<file path="src/include/tyag_pkg.sv">
package tyag_pkg;
  // Register byte addresses on the APB.
  localparam logic [11:0] ADDR_CTRL  = 12'h000;
  localparam logic [11:0] ADDR_FRAME = 12'h004;
  localparam logic [11:0] ADDR_STAT  = 12'h008;
  // Control register field positions, writable mask and reset value.
  localparam int          CTRL_FMT_LSB = 4;
  localparam int          CTRL_EN_BIT  = 6;
  localparam int          CTRL_ENF_BIT = 7;
  localparam logic [7:0]  CTRL_MASK    = 8'hF0;
  localparam logic [7:0]  CTRL_RESET   = 8'h00;
  localparam logic [1:0]  FRAME_RESET  = 2'h0;
  // Status register field positions.
  localparam int          STAT_SEND_BIT = 0;
  localparam int          STAT_HOLD_BIT = 1;
  localparam int          STAT_CNT_LSB  = 8;
  // Format select codes.
  localparam logic [1:0]  FMT_OFF  = 2'h0;
  localparam logic [1:0]  FMT_STD  = 2'h1;
  localparam logic [1:0]  FMT_RSV  = 2'h2;
  localparam logic [1:0]  FMT_ONES = 2'h3;
  // Framing modes.
  localparam logic [1:0]  MODE_SF  = 2'h0;
  localparam logic [1:0]  MODE_N   = 2'h1;
  localparam logic [1:0]  MODE_DMX = 2'h2;
  localparam logic [1:0]  MODE_ESF = 2'h3;
  // Data-link alarm patterns and the pattern count that ends an alarm.
  localparam logic [15:0] PAT_STD    = 16'hFF00;
  localparam logic [15:0] PAT_ONES   = 16'hFFFF;
  localparam logic [7:0]  PAT_TARGET = 8'hFF;
  // Spacing between alarms: one second at the 40 MHz clock.
  localparam int          CLK_HZ      = 40_000_000;
  localparam int          HOLD_S      = 1;
  localparam int          HOLD_CYCLES = HOLD_S * CLK_HZ;
  localparam int          HOLD_W      = 26;
  typedef enum logic [1:0] {ST_IDLE, ST_SEND, ST_HOLD} tyag_state_e;
endpackage : tyag_pkg

</file>
<file path="src/hdl/tyag_yellow_gen.sv">
`timescale 1ns/100ps
`default_nettype none
module tyag_yellow_gen
  import tyag_pkg::*;
#(
  parameter int HOLDOFF_CYCLES = HOLD_CYCLES
) (
  input  wire logic        pclk,
  input  wire logic        presetn,
  input  wire logic [11:0] paddr,
  input  wire logic        psel,
  input  wire logic        penable,
  input  wire logic        pwrite,
  input  wire logic [31:0] pwdata,
  output logic      [31:0] prdata,
  output logic             pready,
  output logic             pslverr,
  input  wire logic        tx_bit_valid,
  input  wire logic        tx_data_in,
  input  wire logic        tx_ds0_bit2,
  input  wire logic        tx_ybit_slot,
  input  wire logic        tx_dl_slot,
  output logic             tx_bit_valid_out,
  output logic             tx_data_out,
  output logic             alarm_active
);

  localparam logic [HOLD_W-1:0] HOLD_LAST = HOLD_W'(HOLDOFF_CYCLES - 1);

  logic [7:0]        ctrl_q, ctrl_d;
  logic [1:0]        frame_q, frame_d;
  logic [31:0]       prdata_q, prdata_d;
  logic              pready_q, pready_d;
  logic              pslverr_q, pslverr_d;
  tyag_state_e       st_q, st_d;
  logic [3:0]        idx_q, idx_d;
  logic [7:0]        cnt_q, cnt_d;
  logic [HOLD_W-1:0] hold_q, hold_d;
  logic              en_prev_q;
  logic              tx_q, tx_d;
  logic              txv_q;
  logic              act_q, act_d;

  logic        en, enf, cfg_on, esf, dl_tick, pat_done, en_rise, sending, wr, hit;
  logic [1:0]  fmt;
  logic [15:0] pat;
  logic [31:0] stat;

  // Decoded controls; format 10 has no defined insertion under the rule.
  assign en       = ctrl_q[CTRL_EN_BIT];
  assign enf      = ctrl_q[CTRL_ENF_BIT];
  assign fmt      = ctrl_q[CTRL_FMT_LSB+1:CTRL_FMT_LSB];
  assign cfg_on   = enf && (fmt != FMT_OFF) && (fmt != FMT_RSV);
  assign esf      = (frame_q == MODE_ESF);
  assign sending  = (st_q == ST_SEND);
  assign dl_tick  = tx_bit_valid && tx_dl_slot;
  assign pat_done = sending && esf && dl_tick && (idx_q == 4'hF);
  assign en_rise  = en && !en_prev_q;
  assign pat      = (fmt == FMT_ONES) ? PAT_ONES : PAT_STD;
  assign wr       = psel && penable && pready_q && pwrite;
  assign hit      = (paddr == ADDR_CTRL) || (paddr == ADDR_FRAME) || (paddr == ADDR_STAT);

  always_comb begin
    stat                = 32'h0000_0000;
    stat[STAT_SEND_BIT] = sending;
    stat[STAT_HOLD_BIT] = (st_q == ST_HOLD);
    stat[STAT_CNT_LSB+7:STAT_CNT_LSB] = cnt_q;
  end

  // APB slave: one wait state, so pready comes from a flip-flop and data is ready with it.
  always_comb begin
    ctrl_d    = ctrl_q;
    frame_d   = frame_q;
    pready_d  = psel && penable && !pready_q;
    prdata_d  = prdata_q;
    pslverr_d = 1'b0;
    if (pready_d) begin
      pslverr_d = !hit;
      unique case (paddr)
        ADDR_CTRL:  prdata_d = {24'h00_0000, ctrl_q};
        ADDR_FRAME: prdata_d = {30'h0000_0000, frame_q};
        ADDR_STAT:  prdata_d = stat;
        default:    prdata_d = 32'h0000_0000;
      endcase
    end
    if (wr && paddr == ADDR_CTRL) begin
      ctrl_d = pwdata[7:0] & CTRL_MASK;
    end
    if (wr && paddr == ADDR_FRAME) begin
      frame_d = pwdata[1:0];
    end
  end

  always_ff @(posedge pclk or negedge presetn) begin
    if (!presetn) begin
      ctrl_q    <= CTRL_RESET;
      frame_q   <= FRAME_RESET;
      prdata_q  <= 32'h0000_0000;
      pready_q  <= 1'b0;
      pslverr_q <= 1'b0;
    end else begin
      ctrl_q    <= ctrl_d;
      frame_q   <= frame_d;
      prdata_q  <= prdata_d;
      pready_q  <= pready_d;
      pslverr_q <= pslverr_d;
    end
  end

  // Alarm sequencer. In ESF, ending by enable waits for the 255th pattern; once 255 are counted, clearing enable ends it at once, mid-pattern or not.
  always_comb begin
    st_d   = st_q;
    idx_d  = idx_q;
    cnt_d  = cnt_q;
    hold_d = hold_q;
    unique case (st_q)
      ST_IDLE: begin
        if (cfg_on && en) begin
          st_d  = ST_SEND;
          idx_d = 4'h0;
          cnt_d = 8'h00;
        end
      end
      ST_SEND: begin
        if (esf && dl_tick) begin
          idx_d = 4'(idx_q + 4'h1);
        end
        if (pat_done && cnt_q != PAT_TARGET) begin
          cnt_d = 8'(cnt_q + 8'h01);
        end
        if (en_rise) begin
          cnt_d = 8'h00;
        end
        if (!cfg_on) begin
          st_d   = ST_HOLD;
          hold_d = '0;
        end else if (esf) begin
          if (!en && cnt_q == PAT_TARGET) begin
            st_d   = ST_HOLD;
            hold_d = '0;
          end
        end else if (!en) begin
          st_d   = ST_HOLD;
          hold_d = '0;
        end
      end
      ST_HOLD: begin
        if (hold_q == HOLD_LAST) begin
          st_d = ST_IDLE;
        end else begin
          hold_d = HOLD_W'(hold_q + 1'b1);
        end
      end
    endcase
    act_d = (st_d == ST_SEND);
  end

  // Bit insertion; the stream is delayed one clock so the output leaves a flip-flop.
  always_comb begin
    tx_d = tx_data_in;
    if (sending) begin
      unique case (frame_q)
        MODE_SF, MODE_N: if (tx_ds0_bit2) tx_d = 1'b0;
        MODE_DMX:        if (tx_ybit_slot) tx_d = 1'b0;
        MODE_ESF:        if (tx_dl_slot) tx_d = pat[~idx_q];
      endcase
    end
  end

  always_ff @(posedge pclk or negedge presetn) begin
    if (!presetn) begin
      st_q      <= ST_IDLE;
      idx_q     <= 4'h0;
      cnt_q     <= 8'h00;
      hold_q    <= '0;
      en_prev_q <= 1'b0;
      tx_q      <= 1'b0;
      txv_q     <= 1'b0;
      act_q     <= 1'b0;
    end else begin
      st_q      <= st_d;
      idx_q     <= idx_d;
      cnt_q     <= cnt_d;
      hold_q    <= hold_d;
      en_prev_q <= en;
      tx_q      <= tx_d;
      txv_q     <= tx_bit_valid;
      act_q     <= act_d;
    end
  end

  assign prdata           = prdata_q;
  assign pready           = pready_q;
  assign pslverr          = pslverr_q;
  assign tx_data_out      = tx_q;
  assign tx_bit_valid_out = txv_q;
  assign alarm_active     = act_q;

  // Checks on the alarm behaviour.
  AST_FMT_OFF_CLEAN: assert property (@(posedge pclk) disable iff (!presetn)
    (enf && fmt == FMT_OFF && !sending) |=> (tx_data_out == $past(tx_data_in)))
    else $error("Alarm inserted while format select is off.");

  AST_DS0_BIT2: assert property (@(posedge pclk) disable iff (!presetn)
    (sending && (frame_q == MODE_SF || frame_q == MODE_N) && tx_ds0_bit2) |=> !tx_data_out)
    else $error("DS0 bit 2 not forced low during alarm.");

  AST_YBIT: assert property (@(posedge pclk) disable iff (!presetn)
    (sending && frame_q == MODE_DMX && tx_ybit_slot) |=> !tx_data_out)
    else $error("Y-bit not forced low during alarm.");

  AST_ESF_STD_PAT: assert property (@(posedge pclk) disable iff (!presetn)
    (sending && esf && tx_dl_slot && fmt == FMT_STD) |=> (tx_data_out == !$past(idx_q[3])))
    else $error("Wrong standard pattern bit on data link.");

  AST_ESF_ONES_PAT: assert property (@(posedge pclk) disable iff (!presetn)
    (sending && esf && tx_dl_slot && fmt == FMT_ONES) |=> tx_data_out)
    else $error("Ones pattern bit not sent on data link.");

  AST_MIN_PATTERNS: assert property (@(posedge pclk) disable iff (!presetn)
    (sending && cfg_on && esf && cnt_q != PAT_TARGET) |=> sending)
    else $error("ESF alarm ended before 255 patterns.");

  AST_HELD_ENABLE: assert property (@(posedge pclk) disable iff (!presetn)
    (sending && cfg_on && esf && en) |=> sending)
    else $error("ESF alarm ended while enable still high.");

  AST_RESTART_CLEARS: assert property (@(posedge pclk) disable iff (!presetn)
    (sending && en_rise) |=> (cnt_q == 8'h00))
    else $error("New enable pulse did not clear the pattern counter.");

  AST_HOLDOFF: assert property (@(posedge pclk) disable iff (!presetn)
    (st_q == ST_HOLD && hold_q != HOLD_LAST) |=> (st_q == ST_HOLD && hold_q == $past(hold_q) + 1'b1))
    else $error("Alarm spacing interval cut short.");

  AST_PAT_COUNT: assert property (@(posedge pclk) disable iff (!presetn)
    (pat_done && !en_rise && cnt_q != PAT_TARGET) |=> (cnt_q == $past(cnt_q) + 8'h01))
    else $error("Pattern counter did not step at pattern end.");

  AST_NO_RULE_NO_START: assert property (@(posedge pclk) disable iff (!presetn)
    (st_q == ST_IDLE && !enf) |=> !sending)
    else $error("Alarm started with the rule not enforced.");

  // Checks on sequencing, stream pass-through and the register port.
  AST_PREADY_PULSE: assert property (@(posedge pclk) disable iff (!presetn)
    pready |=> !pready)
    else $error("Ready held for more than one cycle.");

  AST_CTRL_WRITE: assert property (@(posedge pclk) disable iff (!presetn)
    (psel && penable && pready && pwrite && paddr == ADDR_CTRL) |=> (en == $past(pwdata[CTRL_EN_BIT])))
    else $error("Send enable did not follow the control write.");

  AST_IDLE_START: assert property (@(posedge pclk) disable iff (!presetn)
    (st_q == ST_IDLE && cfg_on && en) |=> sending)
    else $error("Alarm did not start with enable set under the rule.");

  AST_LINE_STOP: assert property (@(posedge pclk) disable iff (!presetn)
    (sending && !esf && !en) |=> !sending)
    else $error("Framed alarm went on after enable was cleared.");

  AST_CFG_OFF_STOP: assert property (@(posedge pclk) disable iff (!presetn)
    (sending && !cfg_on) |=> !sending)
    else $error("Alarm went on with format select off.");

  AST_ACTIVE_FLAG: assert property (@(posedge pclk) disable iff (!presetn)
    (alarm_active == sending))
    else $error("Alarm active output disagrees with the sequencer.");

  AST_ESF_END: assert property (@(posedge pclk) disable iff (!presetn)
    (sending && esf && cfg_on && !en && cnt_q == PAT_TARGET) |=> (st_q == ST_HOLD))
    else $error("ESF alarm did not end after 255 patterns.");

  AST_IDX_STEP: assert property (@(posedge pclk) disable iff (!presetn)
    (sending && esf && dl_tick) |=> (idx_q == $past(idx_q) + 4'h1))
    else $error("Pattern bit index did not step on a data link bit.");

  AST_HOLD_NO_SEND: assert property (@(posedge pclk) disable iff (!presetn)
    (st_q == ST_HOLD) |=> (st_q != ST_SEND))
    else $error("Alarm restarted straight out of the spacing interval.");

  AST_HOLD_ENTRY: assert property (@(posedge pclk) disable iff (!presetn)
    (st_q == ST_HOLD && !$past(st_q == ST_HOLD)) |-> (hold_q == '0))
    else $error("Spacing interval did not start from zero.");

  AST_IDLE_PASS: assert property (@(posedge pclk) disable iff (!presetn)
    !sending |=> (tx_data_out == $past(tx_data_in)))
    else $error("Stream altered while no alarm was being sent.");

  AST_ESF_DL_ONLY: assert property (@(posedge pclk) disable iff (!presetn)
    (sending && esf && !tx_dl_slot) |=> (tx_data_out == $past(tx_data_in)))
    else $error("ESF alarm touched a bit outside the data link.");

endmodule : tyag_yellow_gen
`default_nettype wire

</file>
<file path="config.mk">
export PLATFORM = sky130hd
export DESIGN_NAME = tyag_yellow_gen
export DESIGN_NICKNAME = d
export VERILOG_FILES = /design/src/include/tyag_pkg.sv /design/src/hdl/tyag_yellow_gen.sv
export SDC_FILE = /design/constraint.sdc
export NUM_CORES = 1
export LEC_CHECK = 0
export BUFFER_PORTS_ARGS = -buffer_cell sky130_fd_sc_hd__buf_2
export CAP_MARGIN = 20
export CORE_MARGIN = 3
export CORE_UTILIZATION = 57
export DETAILED_ROUTE_END_ITERATION = 10
export PLACE_DENSITY = 0.85
export SYNTH_ARGS = -nofsm -noshare
export SYNTH_HDL_FRONTEND = slang
export SYNTH_SLANG_ARGS = --single-unit
</file>
<file path="constraint.sdc">
create_clock -name pclk -period 4.1 [get_ports pclk]
set_input_delay 0.41 -clock pclk [delete_from_list [all_inputs] [get_ports pclk]]
set_output_delay 0.41 -clock pclk [all_outputs]
set_load 0.05 [all_outputs]
</file>
Word level (Yosys, flattened, before mapping) --
Cells that the tools add are included.
Word-level totals: register bits after elaboration 84, bits in latches 0, bits in writable memories 0, bits in read-only memories 0, memories 0, output and inout port bits 37, word-level logic and storage cells 101
Cells by class: muxes and demuxes 30, reductions and logical operators 33, bitwise logic cells 1, $lt $le $gt $ge 1, divide/modulo/power cells 0, shift-type cells 0, multipliers 0, equality and inequality tests 20, add/subtract/negate cells 3
Operator list (number):
- $mux W26 | 5
- $pmux W26 S2 | 1
- $pmux W16 S3 | 1
- $mux W8 | 4
- $add A26 B1 Y26 const B | 1
- $eq A26 B26 Y1 const B | 1
- $logic_and A1 B1 Y1 | 17
- $pmux W8 S2 | 1
- $eq A12 B3 Y1 const B | 1
- $eq A12 B4 Y1 const B | 1
- $logic_not A12 Y1 | 1
- $mux W2 | 6
- $add A8 B1 Y8 const B | 1
- $eq A2 B2 Y1 const B | 4
- $eq A8 B8 Y1 const B | 1
- $mux W4 | 2
- $ne A8 B8 Y1 const B | 1
- $pmux W4 S2 | 1
- $eq A2 B1 Y1 const B | 3
- $mux W1 | 6
- $ne A2 B2 Y1 const B | 3
- $pmux W2 S3 | 1
- $reduce_and A3 Y1 | 2
- $reduce_bool A2 Y1 | 3
- 15 further kinds | 20

Depth between registers and ports, before layout --
Gate-level depths: netlist of run 1.
depth in word-level cells 8, depth in mapped cells 9, depth with buffers taken out 8

Worst setup path before layout of run 1 --
No wires, ideal clock.
path type flip-flop to flip-flop, from reg st_q[1], to reg cnt_q[7], cell stages (with the launch flop) 9, data required time 4.024 ns, path slack 1.982 ns, buffers on the path 0, data arrival time 2.041 ns, cell sequence dfrtp_1 > inv_1 > ha_1 > and3_1 > and4_1 > nand4_1 > or3_1 > or3_1 > o21ai_1
On the way: word-level cells in the longest chain between the ends 7
RTL lines:
- start: declaration | line tyag_yellow_gen.sv:35 | tyag_state_e st_q, st_d;
- start signal: assignment | line tyag_yellow_gen.sv:181 | st_q <= st_d;
- $eq A2 B1 Y1 | line tyag_yellow_gen.sv:55, tyag_yellow_gen.sv:116
- $logic_and A1 B1 Y1 (3 in series) | line tyag_yellow_gen.sv:57 | assign pat_done = sending && esf && dl_tick && (idx_q == 4'hF);
- $logic_and A1 B1 Y1 | line tyag_yellow_gen.sv:128 | if (pat_done && cnt_q != PAT_TARGET) begin
- $ne A3 B2 Y1 (no line)
- $reduce_and A3 Y1 (no line)
- end signal: assignment | line tyag_yellow_gen.sv:183 | cnt_q <= cnt_d;
- end: declaration | line tyag_yellow_gen.sv:37 | logic [7:0] cnt_q, cnt_d;
Parallel ways exist; a longest one is shown, timed or not. A chain may end at the register's enable or synchronous reset.

Final worst setup path of run 1 --
from reg st_q[1], to reg hold_q[19]
On the way: word-level cells in the longest chain between the ends 3
RTL lines:
- $eq A2 B1 Y1 / $eq A2 B2 Y1 (equally long branches) | line tyag_yellow_gen.sv:116 | unique case (st_q)
- $ne A4 B3 Y1 (no line), or another cell as far along
- $reduce_and A4 Y1 (no line)
- end signal: assignment | line tyag_yellow_gen.sv:184 | hold_q <= hold_d;
- end: declaration | line tyag_yellow_gen.sv:38 | logic [HOLD_W-1:0] hold_q, hold_d;
Parallel ways exist; a longest one is shown, timed or not.

==> key figures, run 1 <==
STA
  • Max Fclk: 0.348 GHz
  • Slew headroom: 40.2%
  • Clk_skew: 9.10 ps
  • Fin crit period: 2880 ps
  • Slew Limit Fails: 0
  • Slew @ Worst Pin: 898 ps
  • RSZ-0062 raised after global routing: no
  • Fin. Hold Viols: 0
  • Final WS setup: 1220 ps
  • Setup tns final: 0 ps
  • Final setup violation count: 0
  • Fin crit share: 70.2%

Power and ir drop
  • Share of power burned in registers: 50.9%
  • Max VDD drop: 0.000287 V
  • PwrDens: 324 mW/mm^2
  • Clock network power share: 42.8%
  • Total power: 1280 uW
  • Combinational Power Share: 6.3%
  • P_sw: 332 uW
  • Leak Pwr: 0.00194 uW
  • Sw Ratio: 25.8%
  • Int Pwr: 952 uW

Clock network
  • Worst skew pair latency: 350 ps
  • Clk slew on worst S/H paths: 80 ps
  • Resized Gates After CTS: 0
  • CTS Hold Bufs: 0
  • H-tree levels: 3
  • CTS tree: yes
  • Num CTS Buffers: 9
  • CTS Buffer Depth: 2
  • Post-CTS Setup Bufs: 0
  • Clk root buf: clkbuf_8
  • CTS sink cnt: 66

Worst setup path
  • Startpoint types: flop
  • Worst r2r src: st_q[1]
  • Buf/Inv on CP: 1
  • Reg2reg path depth: 7
  • Crit path kind: reg2reg
  • Crit-path leading delay family: simple AND/OR/NAND/NOR gates
  • Crit path cell chain: inv_1 -> ha_1 -> nor2_1 -> a41oi_2 -> nand4_2 -> or4_1 -> nand2_1
  • Crit-path max cell delay: 590 ps
  • CP arrival: 3160 ps
  • Setup crit end kind: flop
  • R2R setup slack: 1220 ps
  • CP required: 4380 ps
  • Slowest stage cell, crit path: a41oi_2
  • RR Endpoint: hold_q[19]
  • CP max FO: 15

Global routing
  • GRT Residual Overflow: 0
  • First-pass GRT wire length: 12700 microns
  • Vias in the first global route: 2903
  • Initial antenna violation count: 0
  • Tot GR Track Use: 21.9%
  • Largest net degree at the start of global routing: 42

Synth
  • Number of flops mapped to enable cells by yosys: 0
  • Main combinational cell family by area after synthesis: simple AND/OR/NAND/NOR gates
  • Asr flop ratio synth: 100%
  • Simple-Gate Fraction of Synth Area: 21.6%
  • Area contributors post-synth: dfrtp_1, buf_4, xor2_1, a22o_1, nand2_1
  • XOR/XNOR Fraction of Synth Area: 4.45%
  • Cell with the most instances after synthesis: dfrtp_1
  • Seq cells post-synth: 66
  • Syn Inst Count: 360
  • Synth Area in Compound Gates: 15.5%
  • Mux share of post-synthesis cell area: 3.07%
  • Cell Area, Synth: 0.00354 sq mm
  • Synth Area in Adders: 2.12%
  • Dominant synthesized flop cell: dfrtp_1
  • Post-synthesis sequential area ratio: 46.6%
  • Synth area leader: dfrtp_1
  • Post-synth cell types: 54
  • Yosys top cell area share: 46.6%
  • Synth cell count leaders: dfrtp_1, nand2_1, nor2_1, nand3_1, buf_4
  • Synth Area per Inst: 9.84 sq um
  • Synth warn: 0

Placed design
  • Pre-CTS setup slack: 1260 ps
  • Number of port buffers: 46
  • DP Wirelength: 5180 microns
  • Routability cong.: 0.850

Flow run
  • # Max-Cap Violations: 0

Drt
  • Router iterations before antenna repair: 4
  • Via density: 5.89
  • Remaining DRCs: 0
  • Final ANT Viol Nets: 0
  • Post-Route WL: 7290 microns
  • Via Count: 2870
  • Initial drt markers: 139
  • WL/cell: 15.0 microns

Cells and area
  • Fin nets: 467
  • Register area: 0.00165 sq mm
  • Util after Layout: 66.6%
  • # diodes: 0
  • Area grow syn2layout: 11.9%
  • Area of the multi-input gates: 0.00172 sq mm
  • Layout cells sized above 1: 19.4%
  • Fill count: 474

Die
  • Die Wd: 84.8 microns
  • # rows: 28
  • Die footprint: 0.00719 sq mm
  • Die Y: 84.8 microns
  • Initial Util: 59.5%
  • Num ports: 91
  • Core Region: 0.00596 sq mm

Min path
  • Hold Path Class: in2async

Outcome
  • Outcome: complete, no violations
## cell families (layout without fill, tap and decap cells)
kind of cell,after synthesis,in the layout
mux,10,10
buf+inv,42,77
flops,66,66
simple gates,145,145
compound gates,72,72
other cells,1,18
xor+xnor,18,18
fa+ha+maj,6,6
## per-stage QoR
step / area [sq um] / cells / hold WS (ps)
2_1_floorplan: 3600 / 377 / 114
3_3_place_gp: 3760 / 471 / 464
3_5_place_dp: 3760 / 471 / 465
4_1_cts: 3960 / 487 / 173
5_1_grt: 3960 / 487 / 177
6_report: 3960 / 487 / 173
## metal layers
metal  part of all wire, %  global-route usage [%]
met1                    42                    26.2
met2                    50                    37.2
met3                   6.1                    6.80
met4                   1.7                    8.20
met5                     0                       0
## layout make-up
type	count	area share (%)
clock buffer	9	3.13
sequential	66	41.7
clock inverter	7	1.96
tap	75	2.37
timing repair buffer	48	6.19
inverter	13	1.23
multi-input combinational	269	43.5
## how the worst max path moves through the flow
| stage | startpoint | depth (start not counted) | slack, ps | to |
|---|---|---|---|---|
| after floorplan | st_q[1] | 8 | 1980 | cnt_q[7] |
| after global placement | st_q[1] | 7 | 1340 | hold_q[19] |
| after detailed placement | st_q[1] | 7 | 1260 | hold_q[19] |
| after CTS | st_q[1] | 7 | 1250 | hold_q[19] |
| after global routing | st_q[1] | 7 | 950 | hold_q[19] |
| final | st_q[1] | 7 | 1220 | hold_q[19] |
## flip-flops by register name, indices dropped and copies added (netlist names)
| register | flops |
|---|---|
| alarm_active | 1 |
| cnt_q | 8 |
| ctrl_q | 4 |
| en_prev_q | 1 |
| frame_q | 2 |
| hold_q | 26 |
| idx_q | 4 |
| prdata | 14 |
| pready | 1 |
| pslverr | 1 |
| st_q | 2 |
| tx_bit_valid_out | 1 |
| tx_data_out | 1 |
## worst register-to-register path: stages, from the launching register on
cell,delay (ps)
dfrtp_1,380
inv_1,160
ha_1,580
nor2_1,200
a41oi_2,590
nand4_2,300
or4_1,520
nand2_1,90
## cell usage in the layout (no fill, tap or decap), drive strengths merged, types with 2 or more instances in the layout
cell	synthesis	final
or4	3	3
dfrtp	66	66
or3	7	7
o211ai	2	2
nand4	16	16
nand3	20	20
xor2	15	15
o221ai	2	2
clkbuf	7	9
a21oi	14	14
o311ai	4	4
and4	4	4
o41ai	4	4
a32o	2	2
nor4	6	6
a22o	14	14
buf	22	48
xnor2	3	3
a21o	2	2
clkinv	0	3
nor3	4	4
ha	6	6
mux2i	3	3
and3	9	9
a22oi	3	3
nor2b	3	3
mux2	7	7
conb	1	18
and2	5	5
nand2	32	32
nor2	30	30
o21ai	16	16
inv	13	15
## power groups by stage
stage	Sequential, uW	Clock, uW	Combinational [uW]
6_report	653	550	80.7
5_1_grt	653	587	87.0
4_1_cts	653	560	81.1
3_5_place_dp	666	0	81.2
3_3_place_gp	666	0	80.5
2_1_floorplan	674	0	55.9
(Power assumes the default switching activity.)
==> run 2: changes to the inputs <==
--- a/config.mk
+++ b/config.mk
@@ -8,9 +8,9 @@
 export BUFFER_PORTS_ARGS = -buffer_cell sky130_fd_sc_hd__buf_2
 export CAP_MARGIN = 20
 export CORE_MARGIN = 3
-export CORE_UTILIZATION = 57
+export CORE_UTILIZATION = 53
 export DETAILED_ROUTE_END_ITERATION = 10
-export PLACE_DENSITY = 0.85
+export PLACE_DENSITY = 0.8
 export SYNTH_ARGS = -nofsm -noshare
 export SYNTH_HDL_FRONTEND = slang
 export SYNTH_SLANG_ARGS = --single-unit
==> constraint.sdc (replaced) <==
create_clock -name pclk -period 2.8 [get_ports pclk]
set_input_delay 0.28 -clock pclk [delete_from_list [all_inputs] [get_ports pclk]]
set_output_delay 0.28 -clock pclk [all_outputs]
set_load 0.05 [all_outputs]
==> run 2 against run 1 <==
Compared with the run above: the run now ends with negative hold slack left; global-route usage shrank 1.6 points; final cell count grew 1.2%; clock skew shrank 1.1 ps; critical path type unchanged; critical endpoint is now cnt_q[7].
==> key figures, run 2 (synthesized netlist as in run 1, its figures left out) <==
Clock network
  • Resized Gates After CTS: 0 (unchanged)
  • CTS Hold Bufs: 0 (unchanged)
  • Post-CTS Setup Bufs: 0 (unchanged)
  • CTS sink cnt: 66 (unchanged)
  • Worst skew pair latency: 350 ps (about the same)
  • Clk slew on worst S/H paths: 80 ps (about the same)
  • CTS Buffer Depth: 2 (unchanged)
  • CTS tree: yes
  • Clk root buf: clkbuf_8
  • H-tree levels: 3 (unchanged)
  • Num CTS Buffers: 9 (unchanged)

STA
  • Slew Limit Fails: 0 (unchanged)
  • Setup tns final: 0 ps (unchanged)
  • Fin. Hold Viols: 14 (+14)
  • Slew @ Worst Pin: 751 ps (-147 ps)
  • RSZ-0062 raised after global routing: no
  • Clk_skew: 7.97 ps (-1.13 ps)
  • Min Hold Slack: -10.5 ps (-183 ps)
  • Fin crit period: 2440 ps (-441 ps)
  • Max Fclk: 0.411 GHz (+18%)
  • Final setup violation count: 0 (unchanged)
  • Slew headroom: 50.0% (+9.8 points)
  • Fin crit share: 87.0% (+17 points)

Global routing
  • Initial antenna violation count: 0 (unchanged)
  • Met2 Use GR: 34.9% (-2.2 points)
  • First-pass GRT wire length: 12200 microns (-4.5%)
  • Tot GR Track Use: 20.3% (-1.6 points)
  • Largest net degree at the start of global routing: 35 (-17%)
  • GRT Residual Overflow: 0 (unchanged)
  • Vias in the first global route: 2693 (-7.2%)
  • Busiest metal layer after global routing: met2
  • Met1 Use GR: 24.8% (-1.4 points)
  • Met3 layer usage reported by global route: 3.39% (-3.4 points)

Outcome
  • Outcome: finished with violations
  • Failing checks: negative hold slack

Die
  • Core Region: 0.00642 sq mm (+7.8%)
  • Die Wd: 87.7 microns (+3.4%)
  • Die Y: 87.7 microns (+3.4%)
  • # rows: 29 (+3.6%)
  • Num ports: 91 (unchanged)
  • Die footprint: 0.00770 sq mm (+7.0%)
  • Initial Util: 55.1% (-4.3 points)

Power and ir drop
  • P_sw: 500 uW (+51%)
  • Combinational Power Share: 6.1% (-0.2 points)
  • Sw Ratio: 25.1% (-0.68 points)
  • Max VDD drop: 0.000299 V (+4.2%)
  • Int Pwr: 1490 uW (+56%)
  • PwrDens: 493 mW/mm^2 (+52%)
  • Clock network power share: 45.7% (+2.9 points)
  • Leak Pwr: 0.00197 uW (+1.6%)
  • Share of power burned in registers: 48.1% (-2.8 points)

Placed design
  • Routability cong.: 0.888 (+4.5%)
  • DP Wirelength: 5270 microns (+1.6%)
  • Number of port buffers: 46 (unchanged)

Drt
  • WL/cell: 14.8 microns (-0.86%)
  • Remaining DRCs: 0 (unchanged)
  • Post-Route WL: 7310 microns (+0.36%)
  • Initial drt markers: 134 (-3.6%)
  • Router iterations before antenna repair: 4 (unchanged)
  • Via density: 5.89 (about the same)
  • Via Count: 2905 (+1.2%)
  • Final ANT Viol Nets: 0 (unchanged)

Cells and area
  • Layout cells sized above 1: 20.2% (+0.77 points)
  • Most common cell after layout, fill and taps aside: dfrtp_1
  • Most flops, register: hold_q
  • Commonest non-fill, non-tap cells in the layout: dfrtp_1, buf_2, nand2_1
  • Util after Layout: 62.8% (-3.8 points)
  • # diodes: 0 (unchanged)
  • Max reg flops: 26 (unchanged)
  • Area grow syn2layout: 13.9%
  • Fin nets: 471 (+0.86%)
  • Fill count: 531 (+12%)

Worst setup path
  • Reg2reg path depth: 8 (+1)
  • RR Endpoint: cnt_q[7]
  • Startpoint types: flop
  • CP required: 3080 ps (-1300 ps)
  • CP max FO: 7 (-8)
  • Crit path kind: reg2reg
  • R2R setup slack: 360 ps (-860 ps)
  • Worst r2r src: st_q[1]
  • CP arrival: 2720 ps (-440 ps)
  • Setup crit end kind: flop

Min path
  • Hold Path Class: in2async

Flow run
  • # Max-Cap Violations: 0 (unchanged)
[run 2: cell types whose count changed in the layout (fill, tap and decap cells not counted)]
cell and change:
clkinv_2 -1, clkinvlp_4 +1, clkinv_4 -1, buf_12 +1, buf_4 +3, bufinv_16 +1
[run 2: area by class of cell]
class	instances	area [sq um]	area share [%]
clock buffers	9	124	3.07
well taps	77	96.3	2.39
flip-flops and latches	66	1650	41.0
inverters	13	48.8	1.21
repair buffers	52	288	7.14
clock inverters	7	101	2.51
multi-input cells	269	1720	42.7
[run 2: power groups by stage]
stage / logic (uW) / clock network (uW) / registers, uW
after floorplan: 81.8 / 0 / 987
after global placement: 121 / 0 / 975
after detailed placement: 123 / 0 / 975
after CTS: 123 / 928 / 956
after global routing: 131 / 962 / 956
final: 122 / 909 / 956
[run 2: stage by stage]
| stage | std cells | hold WS [ps] | setup WS [ps] | total power (uW) | cell area [sq um] |
|---|---|---|---|---|---|
| floorplan | 377 | -15.6 | 682 | 1070 | 3600 |
| global placement | 477 | 379 | 445 | 1100 | 3810 |
| detailed placement | 477 | 396 | 388 | 1100 | 3810 |
| CTS | 493 | 9.01 | 369 | 2010 | 4030 |
| global route | 493 | 48.8 | 195 | 2050 | 4030 |
| finish | 493 | -10.5 | 364 | 1990 | 4030 |
[run 2: worst max path at each step]
stage                        from         end  slack (ps)  depth (start not counted)
after CTS                 st_q[1]    cnt_q[7]         370                          8
final                     st_q[1]    cnt_q[7]         360                          8
after global placement    st_q[1]    cnt_q[7]         440                          8
after global routing      st_q[1]  hold_q[19]         200                          7
after floorplan           st_q[1]    cnt_q[7]         680                          8
after detailed placement  st_q[1]  hold_q[19]         390                          7
[run 2: routing by layer]
layer | up-vias | share of wire [%]
met4 | 0 | 2.2
met1 | 1415 | 45
met2 | 76 | 48
li1 | 1398 | -
met5 | - | 0
met3 | 16 | 4.3
[run 2: critical path, cell delays in order, from the launching register on]
cell and delay [ps]:
dfrtp_1 380, inv_1 140, ha_1 400, and3_1 250
and4_1 260, nand4_1 190, or3_1 360, or3_1 310
o21ai_1 80
